[config.mk]
export PLATFORM = sky130hd
export DESIGN_NAME = vac_autocal
export DESIGN_NICKNAME = d
export VERILOG_FILES = /design/src/vac_pkg.sv /design/src/vac_autocal.sv
export VERILOG_INCLUDE_DIRS = /design/src
export SDC_FILE = /design/constraint.sdc
export NUM_CORES = 1
export LEC_CHECK = 0
export ABC_CLOCK_PERIOD_IN_PS = 13710
export BUFFER_PORTS_ARGS = -buffer_cell sky130_fd_sc_hd__buf_2
export CORE_MARGIN = 4
export CORE_UTILIZATION = 24
export DETAILED_ROUTE_END_ITERATION = 6
export PLACE_DENSITY = 0.34
export SYNTH_ARGS = -nofsm -noshare
export SYNTH_HDL_FRONTEND = slang
export SYNTH_SLANG_ARGS = --single-unit
[constraint.sdc]
create_clock -name clk -period 13.71 [get_ports clk]
set_input_delay 2.742 -clock clk [delete_from_list [all_inputs] [get_ports clk]]
set_output_delay 2.742 -clock clk [all_outputs]
set_load 0.03 [all_outputs]
[src/vac_params.svh]
`ifndef VAC_PARAMS_SVH
`define VAC_PARAMS_SVH
// ---------------------------------------------------------------
// register offsets
// ---------------------------------------------------------------
`define VAC_A_REFDIV 5'h02
`define VAC_A_INT 5'h03
`define VAC_A_FRAC 5'h04
`define VAC_A_OSCW 5'h05
`define VAC_A_MODE 5'h06
`define VAC_A_LOCK 5'h07
`define VAC_A_CALCFG 5'h0A
`define VAC_A_STATUS 5'h10
// ---------------------------------------------------------------
// field positions
// ---------------------------------------------------------------
`define VAC_B_FRACMODE 11
`define VAC_B_RELOCK 13
`define VAC_B_CALDIS 11
`define VAC_F_NEXP 2:0
`define VAC_F_WAITK 7:6
`define VAC_F_MSEL 14:13
`define VAC_F_ID 2:0
`define VAC_F_RIDX 6:3
`define VAC_F_PAY 15:7
`define VAC_F_PAYHI 15:14
`define VAC_B_PAYLO 7
`define VAC_B_BUSY 8
// ---------------------------------------------------------------
// reset values and timing counts
// ---------------------------------------------------------------
`define VAC_RST_REFDIV 14'h0001
`define VAC_RST_CALCFG 15'h0000
`define VAC_WAIT_BLOCK 9'h080
`define VAC_CAL_XFER 5'h14
`define VAC_MAN_XFER 5'h10
`define VAC_WORD_BITS 5'h10
`define VAC_FRAC_BITS 24
`define VAC_TOP_BIT 3'h4
`endif

[src/vac_pkg.sv]
package vac_pkg;
	typedef enum logic [2:0] {
		ST_IDLE,
		ST_WAIT,
		ST_SEND,
		ST_MEAS,
		ST_JUDGE,
		ST_FINAL,
		ST_LOAD
	} vac_state_type;
endpackage : vac_pkg

[src/vac_autocal.sv]
// Our own choices: the strobed register port and the address map.
`timescale 1ns/100ps
`include "vac_params.svh"
module vac_autocal import vac_pkg::*; #(
	parameter int CW = 32
) (
	input wire logic clk,
	input wire logic nrst,
	input wire logic [4:0] reg_addr,
	input wire logic [23:0] reg_wdata,
	input wire logic reg_wr,
	input wire logic reg_rd,
	output logic [23:0] reg_rdata,
	input wire logic osc_in,
	input wire logic lock_in,
	output logic vtune_hold,
	output logic link_en,
	output logic link_data,
	output logic link_strobe,
	output logic [18:0] div_int,
	output logic [23:0] div_frac,
	output logic cal_busy
);
	// ---------------------------------------------------------------
	// reset release and input synchronisers
	// ---------------------------------------------------------------
	logic rst_meta_q, rst_n_q;
	logic osc_s1_q, osc_s2_q, osc_s3_q, lock_s1_q, lock_s2_q;

	always_ff @(posedge clk or negedge nrst) begin
		if (!nrst) begin
			rst_meta_q <= 1'b0;
			rst_n_q <= 1'b0;
		end else begin
			rst_meta_q <= 1'b1;
			rst_n_q <= rst_meta_q;
		end
	end

	always_ff @(posedge clk or negedge rst_n_q) begin
		if (!rst_n_q) begin
			{osc_s1_q, osc_s2_q, osc_s3_q} <= 3'h0;
			{lock_s1_q, lock_s2_q} <= 2'h0;
		end else begin
			osc_s1_q <= osc_in;
			osc_s2_q <= osc_s1_q;
			osc_s3_q <= osc_s2_q;
			lock_s1_q <= lock_in;
			lock_s2_q <= lock_s1_q;
		end
	end

	// ---------------------------------------------------------------
	// registers
	// ---------------------------------------------------------------
	logic [13:0] refdiv_q;
	logic [18:0] int_q;
	logic [23:0] frac_q;
	logic [15:0] oscw_q;
	logic frac_mode_q, relock_en_q;
	logic [14:0] calcfg_q;
	logic [4:0] code_q;
	logic wr_int, wr_frac, wr_oscw, cal_dis;
	vac_state_type st_q;

	assign wr_int = reg_wr && reg_addr == `VAC_A_INT;
	assign wr_frac = reg_wr && reg_addr == `VAC_A_FRAC;
	assign wr_oscw = reg_wr && reg_addr == `VAC_A_OSCW;
	assign cal_dis = calcfg_q[`VAC_B_CALDIS];

	always_ff @(posedge clk or negedge rst_n_q) begin
		if (!rst_n_q) begin
			refdiv_q <= `VAC_RST_REFDIV;
			int_q <= 19'h00000;
			frac_q <= 24'h000000;
			oscw_q <= 16'h0000;
			frac_mode_q <= 1'b0;
			relock_en_q <= 1'b0;
			calcfg_q <= `VAC_RST_CALCFG;
		end else if (reg_wr) begin
			case (reg_addr)
				`VAC_A_REFDIV: refdiv_q <= reg_wdata[13:0];
				`VAC_A_INT: int_q <= reg_wdata[18:0];
				`VAC_A_FRAC: frac_q <= reg_wdata;
				`VAC_A_OSCW: oscw_q <= reg_wdata[15:0];
				`VAC_A_MODE: frac_mode_q <= reg_wdata[`VAC_B_FRACMODE];
				`VAC_A_LOCK: relock_en_q <= reg_wdata[`VAC_B_RELOCK];
				`VAC_A_CALCFG: calcfg_q <= reg_wdata[14:0];
				default: ;
			endcase
		end
	end

	always_ff @(posedge clk or negedge rst_n_q) begin
		if (!rst_n_q) begin
			reg_rdata <= 24'h000000;
		end else if (reg_rd) begin
			case (reg_addr)
				`VAC_A_REFDIV: reg_rdata <= {10'h000, refdiv_q};
				`VAC_A_INT: reg_rdata <= {5'h00, int_q};
				`VAC_A_FRAC: reg_rdata <= frac_q;
				`VAC_A_OSCW: reg_rdata <= {8'h00, oscw_q};
				`VAC_A_MODE: reg_rdata <= 24'(frac_mode_q) << `VAC_B_FRACMODE;
				`VAC_A_LOCK: reg_rdata <= 24'(relock_en_q) << `VAC_B_RELOCK;
				`VAC_A_CALCFG: reg_rdata <= {9'h000, calcfg_q};
				// switch byte: payload top bits, reserved one, code
				`VAC_A_STATUS: reg_rdata <= {15'h0000, cal_busy, oscw_q[`VAC_F_PAYHI],
					1'b1, code_q};
				default: reg_rdata <= 24'h000000;
			endcase
		end
	end

	// ---------------------------------------------------------------
	// calibration tick divider
	// ---------------------------------------------------------------
	logic [4:0] div_cnt_q, div_mask;
	logic tick;

	always_comb begin
		case (calcfg_q[`VAC_F_MSEL])
			2'h0: div_mask = 5'h00;
			2'h1: div_mask = 5'h03;
			2'h2: div_mask = 5'h0F;
			default: div_mask = 5'h1F;
		endcase
	end
	assign tick = (div_cnt_q & div_mask) == div_mask;

	always_ff @(posedge clk or negedge rst_n_q) begin
		if (!rst_n_q) begin
			div_cnt_q <= 5'h00;
		end else begin
			div_cnt_q <= div_cnt_q + 5'h01;
		end
	end

	// ---------------------------------------------------------------
	// serial transfer engine
	// ---------------------------------------------------------------
	logic [15:0] sh_q;
	logic [4:0] tx_cnt_q, tx_len_q;
	logic tx_busy_q, tx_start, tx_done, man_pend_q;
	logic [15:0] tx_word;
	logic [4:0] tx_len;
	logic [4:0] trial_q, best_q;

	assign tx_done = tx_busy_q && tick && tx_cnt_q == tx_len_q - 5'h01;

	always_ff @(posedge clk or negedge rst_n_q) begin
		if (!rst_n_q) begin
			man_pend_q <= 1'b0;
		end else if (wr_oscw) begin
			man_pend_q <= 1'b1; // write wins over clear
		end else if (tx_start && st_q == ST_IDLE) begin
			man_pend_q <= 1'b0;
		end
	end

	always_comb begin
		tx_start = 1'b0;
		tx_word = oscw_q;
		tx_len = `VAC_MAN_XFER;
		if (st_q == ST_IDLE) begin
			tx_start = man_pend_q && !tx_busy_q;
		end else if ((st_q == ST_SEND || st_q == ST_FINAL) && !tx_busy_q) begin
			tx_start = 1'b1;
			tx_len = `VAC_CAL_XFER;
			// payload carries code; id and index stay as written
			tx_word = {oscw_q[`VAC_F_PAYHI], 1'b1, st_q == ST_FINAL ? best_q : trial_q,
				oscw_q[`VAC_B_PAYLO], oscw_q[`VAC_F_RIDX], oscw_q[`VAC_F_ID]};
		end
	end

	always_ff @(posedge clk or negedge rst_n_q) begin
		if (!rst_n_q) begin
			tx_busy_q <= 1'b0;
			tx_cnt_q <= 5'h00;
			tx_len_q <= 5'h00;
			sh_q <= 16'h0000;
		end else if (tx_start) begin
			tx_busy_q <= 1'b1;
			tx_cnt_q <= 5'h00;
			tx_len_q <= tx_len;
			sh_q <= tx_word;
		end else if (tx_busy_q && tick) begin
			tx_cnt_q <= tx_cnt_q + 5'h01;
			if (tx_cnt_q < `VAC_WORD_BITS) begin
				sh_q <= {sh_q[14:0], 1'b0};
			end
			if (tx_done) begin
				tx_busy_q <= 1'b0;
			end
		end
	end

	always_ff @(posedge clk or negedge rst_n_q) begin
		if (!rst_n_q) begin
			link_en <= 1'b0;
			link_data <= 1'b0;
			link_strobe <= 1'b0;
		end else begin
			link_strobe <= tx_busy_q && tick && tx_cnt_q < `VAC_WORD_BITS;
			if (tx_busy_q && tick && tx_cnt_q < `VAC_WORD_BITS) begin
				link_en <= 1'b1;
				link_data <= sh_q[15]; // msb first
			end else if (tx_busy_q && tick) begin
				link_en <= 1'b0;
				link_data <= 1'b0;
			end else if (!tx_busy_q) begin
				link_en <= 1'b0;
				link_data <= 1'b0;
			end
		end
	end

	// ---------------------------------------------------------------
	// expected count and trigger
	// ---------------------------------------------------------------
	logic [49:0] nsh;
	logic [CW-1:0] expect_cnt, cnt_q, err, best_err_q;
	logic [20:0] win_q, win_len;
	logic [8:0] wait_q, wait_len;
	logic cal_pend_q, trig, relock_trig, armed_q, seen_lock_q, relock_run_q;
	logic extra_q, keep_bit, was_relock_q;
	logic [2:0] bit_q;

	assign nsh = {7'h00, int_q, frac_q} << calcfg_q[`VAC_F_NEXP];
	assign expect_cnt = CW'(nsh[49:`VAC_FRAC_BITS]);
	assign win_len = 21'(refdiv_q == 14'h0000 ? 14'h0001 : refdiv_q)
		<< calcfg_q[`VAC_F_NEXP];
	assign wait_len = 9'(calcfg_q[`VAC_F_WAITK]) * `VAC_WAIT_BLOCK;
	// fractional mode triggers on fraction, integer mode on integer
	assign trig = !cal_dis && (frac_mode_q ? wr_frac : wr_int);
	assign relock_trig = relock_en_q && armed_q && seen_lock_q && !lock_s2_q;
	assign err = cnt_q > expect_cnt ? cnt_q - expect_cnt : expect_cnt - cnt_q;
	assign keep_bit = cnt_q > expect_cnt; // oscillator fast: more capacitance

	always_ff @(posedge clk or negedge rst_n_q) begin
		if (!rst_n_q) begin
			cal_pend_q <= 1'b0;
		end else if (trig || relock_trig) begin
			cal_pend_q <= 1'b1;
		end else if (st_q == ST_IDLE && !man_pend_q && !tx_busy_q) begin
			cal_pend_q <= 1'b0;
		end
	end

	always_ff @(posedge clk or negedge rst_n_q) begin
		if (!rst_n_q) begin
			armed_q <= 1'b0;
			seen_lock_q <= 1'b0;
			relock_run_q <= 1'b0;
		end else begin
			if (relock_trig) begin
				armed_q <= 1'b0; // only one attempt
				relock_run_q <= 1'b1;
			end else if (trig) begin
				relock_run_q <= 1'b0;
			end else if (st_q == ST_LOAD && !was_relock_q) begin
				armed_q <= 1'b1;
			end
			if (st_q != ST_IDLE) begin
				seen_lock_q <= 1'b0;
			end else if (lock_s2_q) begin
				seen_lock_q <= 1'b1;
			end
		end
	end

	// ---------------------------------------------------------------
	// calibration sequencer
	// ---------------------------------------------------------------
	always_ff @(posedge clk or negedge rst_n_q) begin
		if (!rst_n_q) begin
			st_q <= ST_IDLE;
			wait_q <= 9'h000;
			win_q <= 21'h000000;
			cnt_q <= '0;
			best_err_q <= '0;
			bit_q <= 3'h0;
			trial_q <= 5'h00;
			best_q <= 5'h00;
			extra_q <= 1'b0;
			was_relock_q <= 1'b0;
		end else begin
			case (st_q)
				ST_IDLE: begin
					if (cal_pend_q && !man_pend_q && !tx_busy_q) begin
						st_q <= ST_WAIT;
						wait_q <= 9'h000;
						bit_q <= `VAC_TOP_BIT;
						trial_q <= 5'h01 << `VAC_TOP_BIT;
						best_err_q <= '1;
						extra_q <= 1'b0;
						was_relock_q <= relock_run_q;
					end
				end
				ST_WAIT: begin
					if (wait_q >= wait_len) begin
						st_q <= ST_SEND;
					end else if (tick) begin
						wait_q <= wait_q + 9'h001;
					end
				end
				ST_SEND: begin
					if (tx_done) begin
						st_q <= ST_MEAS;
						win_q <= 21'h000000;
						cnt_q <= '0;
					end
				end
				ST_MEAS: begin
					if (osc_s2_q && !osc_s3_q) begin
						cnt_q <= cnt_q + CW'(1);
					end
					if (win_q == win_len - 21'h000001) begin
						st_q <= ST_JUDGE;
					end else begin
						win_q <= win_q + 21'h000001;
					end
				end
				ST_JUDGE: begin
					if (err < best_err_q) begin
						best_err_q <= err;
						best_q <= trial_q;
					end
					if (extra_q) begin
						st_q <= ST_FINAL;
					end else begin
						if (!keep_bit) begin
							trial_q[bit_q] <= 1'b0;
						end
						if (bit_q != 3'h0) begin
							bit_q <= bit_q - 3'h1;
							trial_q[bit_q - 3'h1] <= 1'b1;
							st_q <= ST_SEND;
						end else if (!keep_bit) begin
							extra_q <= 1'b1;
							st_q <= ST_SEND;
						end else begin
							st_q <= ST_FINAL;
						end
					end
				end
				ST_FINAL: begin
					if (tx_done) begin
						st_q <= ST_LOAD;
					end
				end
				ST_LOAD: st_q <= ST_IDLE;
				default: st_q <= ST_IDLE;
			endcase
		end
	end

	// ---------------------------------------------------------------
	// outputs: divider load, code, hold
	// ---------------------------------------------------------------
	always_ff @(posedge clk or negedge rst_n_q) begin
		if (!rst_n_q) begin
			div_int <= 19'h00000;
			div_frac <= 24'h000000;
			code_q <= 5'h00;
			vtune_hold <= 1'b0;
			cal_busy <= 1'b0;
		end else begin
			if (st_q == ST_LOAD) begin
				div_int <= int_q;
				div_frac <= frac_q;
				code_q <= best_q;
			end else if (cal_dis && (wr_int || wr_frac)) begin
				div_int <= wr_int ? reg_wdata[18:0] : int_q;
				div_frac <= wr_frac ? reg_wdata : frac_q;
			end
			vtune_hold <= st_q != ST_IDLE && st_q != ST_LOAD;
			cal_busy <= cal_pend_q || (st_q != ST_IDLE && st_q != ST_LOAD);
		end
	end
endmodule : vac_autocal

Word level (Yosys, flattened, before mapping)
Index checks and enable logic that the tools add are counted.

storage, ports and cells
  output and inout bits = 72
  register bits = 323
  logic and storage cells = 254
  input port bits = 35

cells by class
  $add $sub $neg = 10
  reductions and logical operators = 70
  eq/ne operators = 34
  $lt $le $gt $ge = 8
  multiplexer cells = 83
  bitwise operators = 4
  shift operators = 2

operators with widths
  operator                                                         count
  24-bit one-hot mux with 8 select lines                           1
  32-bit two-way mux                                               5
  32-bit one-hot mux with 2 select lines                           2
  24-bit two-way mux                                               3
  19-bit two-way mux                                               3
  43-bit by 3-bit << shifter with 50-bit output                    1
  16-bit two-way mux                                               3
  5-bit two-way mux                                                9
  14-bit two-way mux                                               3
  21-bit two-way mux                                               2
  21-bit one-hot mux with 2 select lines                           1
  3-bit two-way mux                                                13
  32-bit by 1-bit adder with 32-bit output, second input constant  1
  32-bit by 26-bit greater-than comparator with 1-bit output       1
  32-bit less-than comparator                                      1
  26-bit by 32-bit subtractor with 32-bit output                   1
  32-bit by 26-bit subtractor with 32-bit output                   1
  1-bit two-way mux                                                27
  9-bit two-way mux                                                3
  2-bit AND reduction                                              13
  2-bit nonzero test                                               12
  1-bit logical AND                                                23
  2-bit != test, second input constant                             11
  21-bit by 1-bit adder with 21-bit output, second input constant  1
  other kinds (43)                                                 70

Depth between registers and ports, before layout
  word-level depth = 13
  depth in mapped cells = 38
  gate-level depth less buffers = 30

Least setup slack after synthesis
OpenSTA, ideal clock, no wires.

  path type = register to register
  start point = register calcfg_q[0]
  end point = register best_err_q[10]
  stages on the path, launching flop included = 32
  setup time = 0.077 ns
  setup slack = 6.258 ns
  required time = 13.633 ns
  clock period less this slack = 7.452 ns
  data arrival time = 7.375 ns
  path buffers = 10
  cell sequence = dfrtp_1 buf_2 buf_4 buf_2 buf_2 buf_1 mux4_2 a32oi_1 inv_1 ha_1 clkbuf_1 nand4_1 nor4_1 nand2_1 o21a_1 nor2_1 clkbuf_1 mux2_2 ha_1 a21boi_0 o21a_1 o21a_1 o21a_1 o21ai_0 nand2b_1 a211oi_1 o21ai_0 a311o_1 clkbuf_1 clkbuf_1 clkbuf_1 a21oi_1

between the ends
  longest elaborated chain between the ends = 6
  elaborated cells between the ends (all ways) = 10
  classes of those cells = add/sub: 2; order compare: 2; eq/ne: 1; shift: 1; mux: 3; reduce/logical: 1

RTL lines
  element                                                                       line                text
  start, declared                                                               vac_autocal.sv:61   logic [14:0] calcfg_q;
  start signal, assigned                                                        vac_autocal.sv:79   calcfg_q <= `VAC_RST_CALCFG;
  start signal, assigned                                                        vac_autocal.sv:88   `VAC_A_CALCFG: calcfg_q <= reg_wdata[14:0];
  43-bit by 3-bit << shifter with 50-bit output (*)                             vac_autocal.sv:228  assign nsh = {7'h00, int_q, frac_q} << calcfg_q[`VAC_F_NEXP];
  26-bit by 32-bit subtractor with 32-bit output, or another cell as far along  vac_autocal.sv:236  assign err = cnt_q > expect_cnt ? cnt_q - expect_cnt : expect_cnt - cnt_q;
  32-bit two-way mux (*)                                                        vac_autocal.sv:236
  32-bit less-than comparator                                                   vac_autocal.sv:324  if (err < best_err_q) begin
  2-bit != test (no line)                                                       --
  3-bit AND reduction (no line)                                                 --
  end signal, assigned                                                          vac_autocal.sv:325  best_err_q <= err;
  end, declared                                                                 vac_autocal.sv:221  logic [CW-1:0] expect_cnt, cnt_q, err, best_err_q;

Mark *: on every way between the ends. The rest lies on a longest branch, timed or not. The select of a mux whose other input is x is not followed.
A chain may end at the register's enable or synchronous reset.

Final worst setup path
  start point = register calcfg_q[1]
  end point = register best_q[1]

between the ends
  longest elaborated chain between the ends = 5
  elaborated cells between the ends (all ways) = 7
  classes of those cells = add/sub: 2; order compare: 2; shift: 1; mux: 1; reduce/logical: 1

RTL lines
  element                                                                       line                text
  43-bit by 3-bit << shifter with 50-bit output (*)                             vac_autocal.sv:228
  26-bit by 32-bit subtractor with 32-bit output, or another cell as far along  vac_autocal.sv:236
  32-bit two-way mux (*)                                                        vac_autocal.sv:236
  32-bit less-than comparator (*)                                               vac_autocal.sv:324
  2-bit AND reduction (no line) (*)                                             --
  end signal, assigned                                                          vac_autocal.sv:326  best_q <= trial_q;
  end, declared                                                                 vac_autocal.sv:146  logic [4:0] trial_q, best_q;

Mark *: on every way between the ends. The rest lies on a longest branch, timed or not.

==> results.toml <==
[die]
chipHeight_um = 302
start_util_pct = 24.3
io_pins = 107
die_area_sq_mm = 0.0912
core-area_sq_mm = 0.0854
die_x_um = 302
rows = 107

[synth]
synth_nets = 2400
synth_edf_count = 0
syn_area_per_cell_sq_um = 9.14
ys_ff_latch = 320
ys_top_cells_by_area = "dfrtp_1 (38%), mux2_2 (6.1%), ha_1 (5.7%)"
async_flop_share_pct = 100
yosysUniqueCellTypes = 83
synth_warnings = 0
ys_seq_area_share_pct = 38.6
syn_inst = 2269
synth_top_area_share_pct = 38.5
syn-cell-area_sq_mm = 0.0207
yosys.area.top_type = "dfrtp_1"
synth_ff_type = "dfrtp_1"

[setup_path]
ff2ff_setup_slack_ns = 5.65
crit_type = "reg -> reg"
end_kind = "flop"
ff2ff_path_depth = 23
startpoint = "calcfg_q[1]"
setup.worst_path.start_class = "flop"
worst-path-max-fanout = 70
crit_required_ns = 14.17
r2r-end = "best_q[1]"
reg2reg_from = "calcfg_q[1]"
arrival_ns = 8.52

[route]
final_antenna_net_count = 0
wl_per_cell_um = 21.1
drtIter0Drc = 1182
routed_wl_um = 73800
viasPerCell = 4.88
drc = 0
drt_pass1_iterations = 5
dr_total_vias = 17000

[final_layout]
seq_area_sq_mm = 0.00802
nFillCells = 9196
final_common_cell = "dfrtp_1"
design.final.nets = 2450
syn_to_final_growth_pct = 15.1
multi_input_area_sq_mm = 0.0117
mostFrequentLayoutCells = "dfrtp_1 (316), nand2_1 (238), nor2_1 (172)"
antenna_cells = 0
drive_above_1_share_pct = 15.6

[clock_network]
clk_latency_ns = 0.58
htree_levels = 2
post_cts_resized = 0
cts_tree = "built"
clk_pin_slew_ns = 0.06
cts.path.max_buffers = 3
cts_buffers = 43
cts_sinks = 320
clock-root-buffer = "clkbuf_16"
postCtsHoldBufs = 0
postCtsSetupBuffers = 0

[worst_hold_path]
hold_depth = 0
min_to = "osc_s2_q"
hold_start = "osc_s1_q"
min_path_type = "reg -> reg"

[power]
leakagePower_uw = 0.0101
peakVddDrop_v = 0.0000678
p_total_uw = 4910
powerDensity_mw_per_mm2 = 206

[grt]
antenna_found_initial = 2
gr-usage-met3_pct = 2.38
use_met2_pct = 25.7
overflow = 0
grt_max_degree = 146
grt_pass1_wl_um = 112000
gr-max-usage-layer = "met2"
grt_pass1_vias = 17200
grtUsageMet1_pct = 23.2
grt_usage_pct = 16.1

[sta]
fin_skew_ns = 0.0137
setup_violations = 0
tightest_slew_ns = 1.15
setup_tns_ns = 0
period_minus_slack_ns = 8.06
finalHoldViolations = 0
relSlewSlack_pct = 22.9
grt_setup_unrepaired = "no"
hold_slack_ns = 0.351
post-route-period-util_pct = 58.8
slew_viol_final = 0
fmax_mhz = 124

[run_status]
status = "finished, final reports clean"

[flow_run]
maxCapViolCount = 0

[place]
hpwl_um = 55200
place_congestion = 0.809
port_buffers = 106
-- critical path, stage by stage (launching register included) --
cell and delay [ns]:
dfrtp_2 0.35, buf_4 0.63, mux4_2 0.44, a22oi_1 0.29
inv_1 0.08, ha_1 0.56, nand4_1 0.29, nor4_1 0.47
nand3_1 0.13, o21ai_0 0.21, nand2_1 0.13, nand2_1 0.71
a21oi_1 0.23, a221o_1 0.41, a221oi_1 0.32, xnor2_1 0.15
ha_1 0.31, nand4_1 0.10, nor4_1 0.35, a211oi_1 0.14
o211ai_1 0.13, a311o_2 0.50, buf_4 0.49, mux2_2 0.40
-- per-layer routing --
metal / up-vias / part of all wire (%) / wire, um
met5: - / 0.022 / 16
met4: 2 / 1.7 / 1230
met3: 67 / 3.7 / 2750
met2: 320 / 45 / 33600
met1: 8495 / 49 / 36200
li1: 8159 / - / -
-- synthesized netlist by cell type (all sizes together), types with 21 or more instances --
cell,n
nand3,50
nor2b,28
buf,33
xnor2,63
o22ai,26
o211ai,22
xor2,31
o21a,29
nor2,175
mux2i,93
mux2,112
or3,21
dfrtp,319
a21o,23
mux4,23
nand2,238
nand4,38
nand2b,25
clkbuf,95
inv,154
a21oi,133
nor3,40
ha,94
and2,22
o21ai,142
-- worst max path at each step --
stage                      to  slack [ns]  depth (start not counted)
floorplan             armed_q        4.13                          0
finish              best_q[1]        5.65                         23
detailed placement  best_q[1]        5.67                         24
global placement    best_q[3]        5.65                         26
global route        best_q[1]        4.82                         24
CTS                 best_q[1]        5.61                         25
-- through the flow --
stage	utilization, %	cells	instance area (sq um)	setup slack [ns]
floorplan	-	2269	20700	4.13
CTS	27.9	3494	23900	5.61
finish	27.9	3494	23900	5.65
detailed placement	26.3	3418	22400	5.67
global placement	26.3	3418	22400	5.65
global route	27.9	3494	23900	4.82
-- sequential cells by signal (all words and copies together) (netlist names), 9 cells and up --
name	count
div_int	19
div_frac	24
win_q	21
frac_q	24
wait_q	9
best_err_q	32
calcfg_q	15
sh_q	16
refdiv_q	14
oscw_q	16
reg_rdata	24
cnt_q	32
int_q	19
-- cells by family (layout without fill, tap and decap cells) --
family                   after synthesis  count (layout)  share of synthesized area [%]
AO/OA/AOI/OAI                        533             533                           16.6
XOR/XNOR                              94              94                           3.97
adder cells (fa/ha/maj)               96              96                           5.86
buffers and inverters                282             363                           5.33
flip-flops                           320             320                           38.6
multiplexers                         228             228                           13.1
other                                  1               1                         0.0181
AND/OR/NAND/NOR                      715             715                           16.5
-- power breakdown --
part	switching, uW	leakage, uW	internal (uW)
logic	1490	0.00542	922
clock network	460	0.000690	698
registers	228	0.00399	1110
-- final cells by class --
class	instances	area share [%]
Sequential cell	320	33.6
Multi-Input combinational cell	1667	48.9
Clock buffer	62	4.98
Tap cell	1144	6.00
Clock inverter	14	0.996
Inverter	154	2.42
Timing Repair Buffer	133	3.12
No activity file was read; power rests on OpenSTA's default activity.
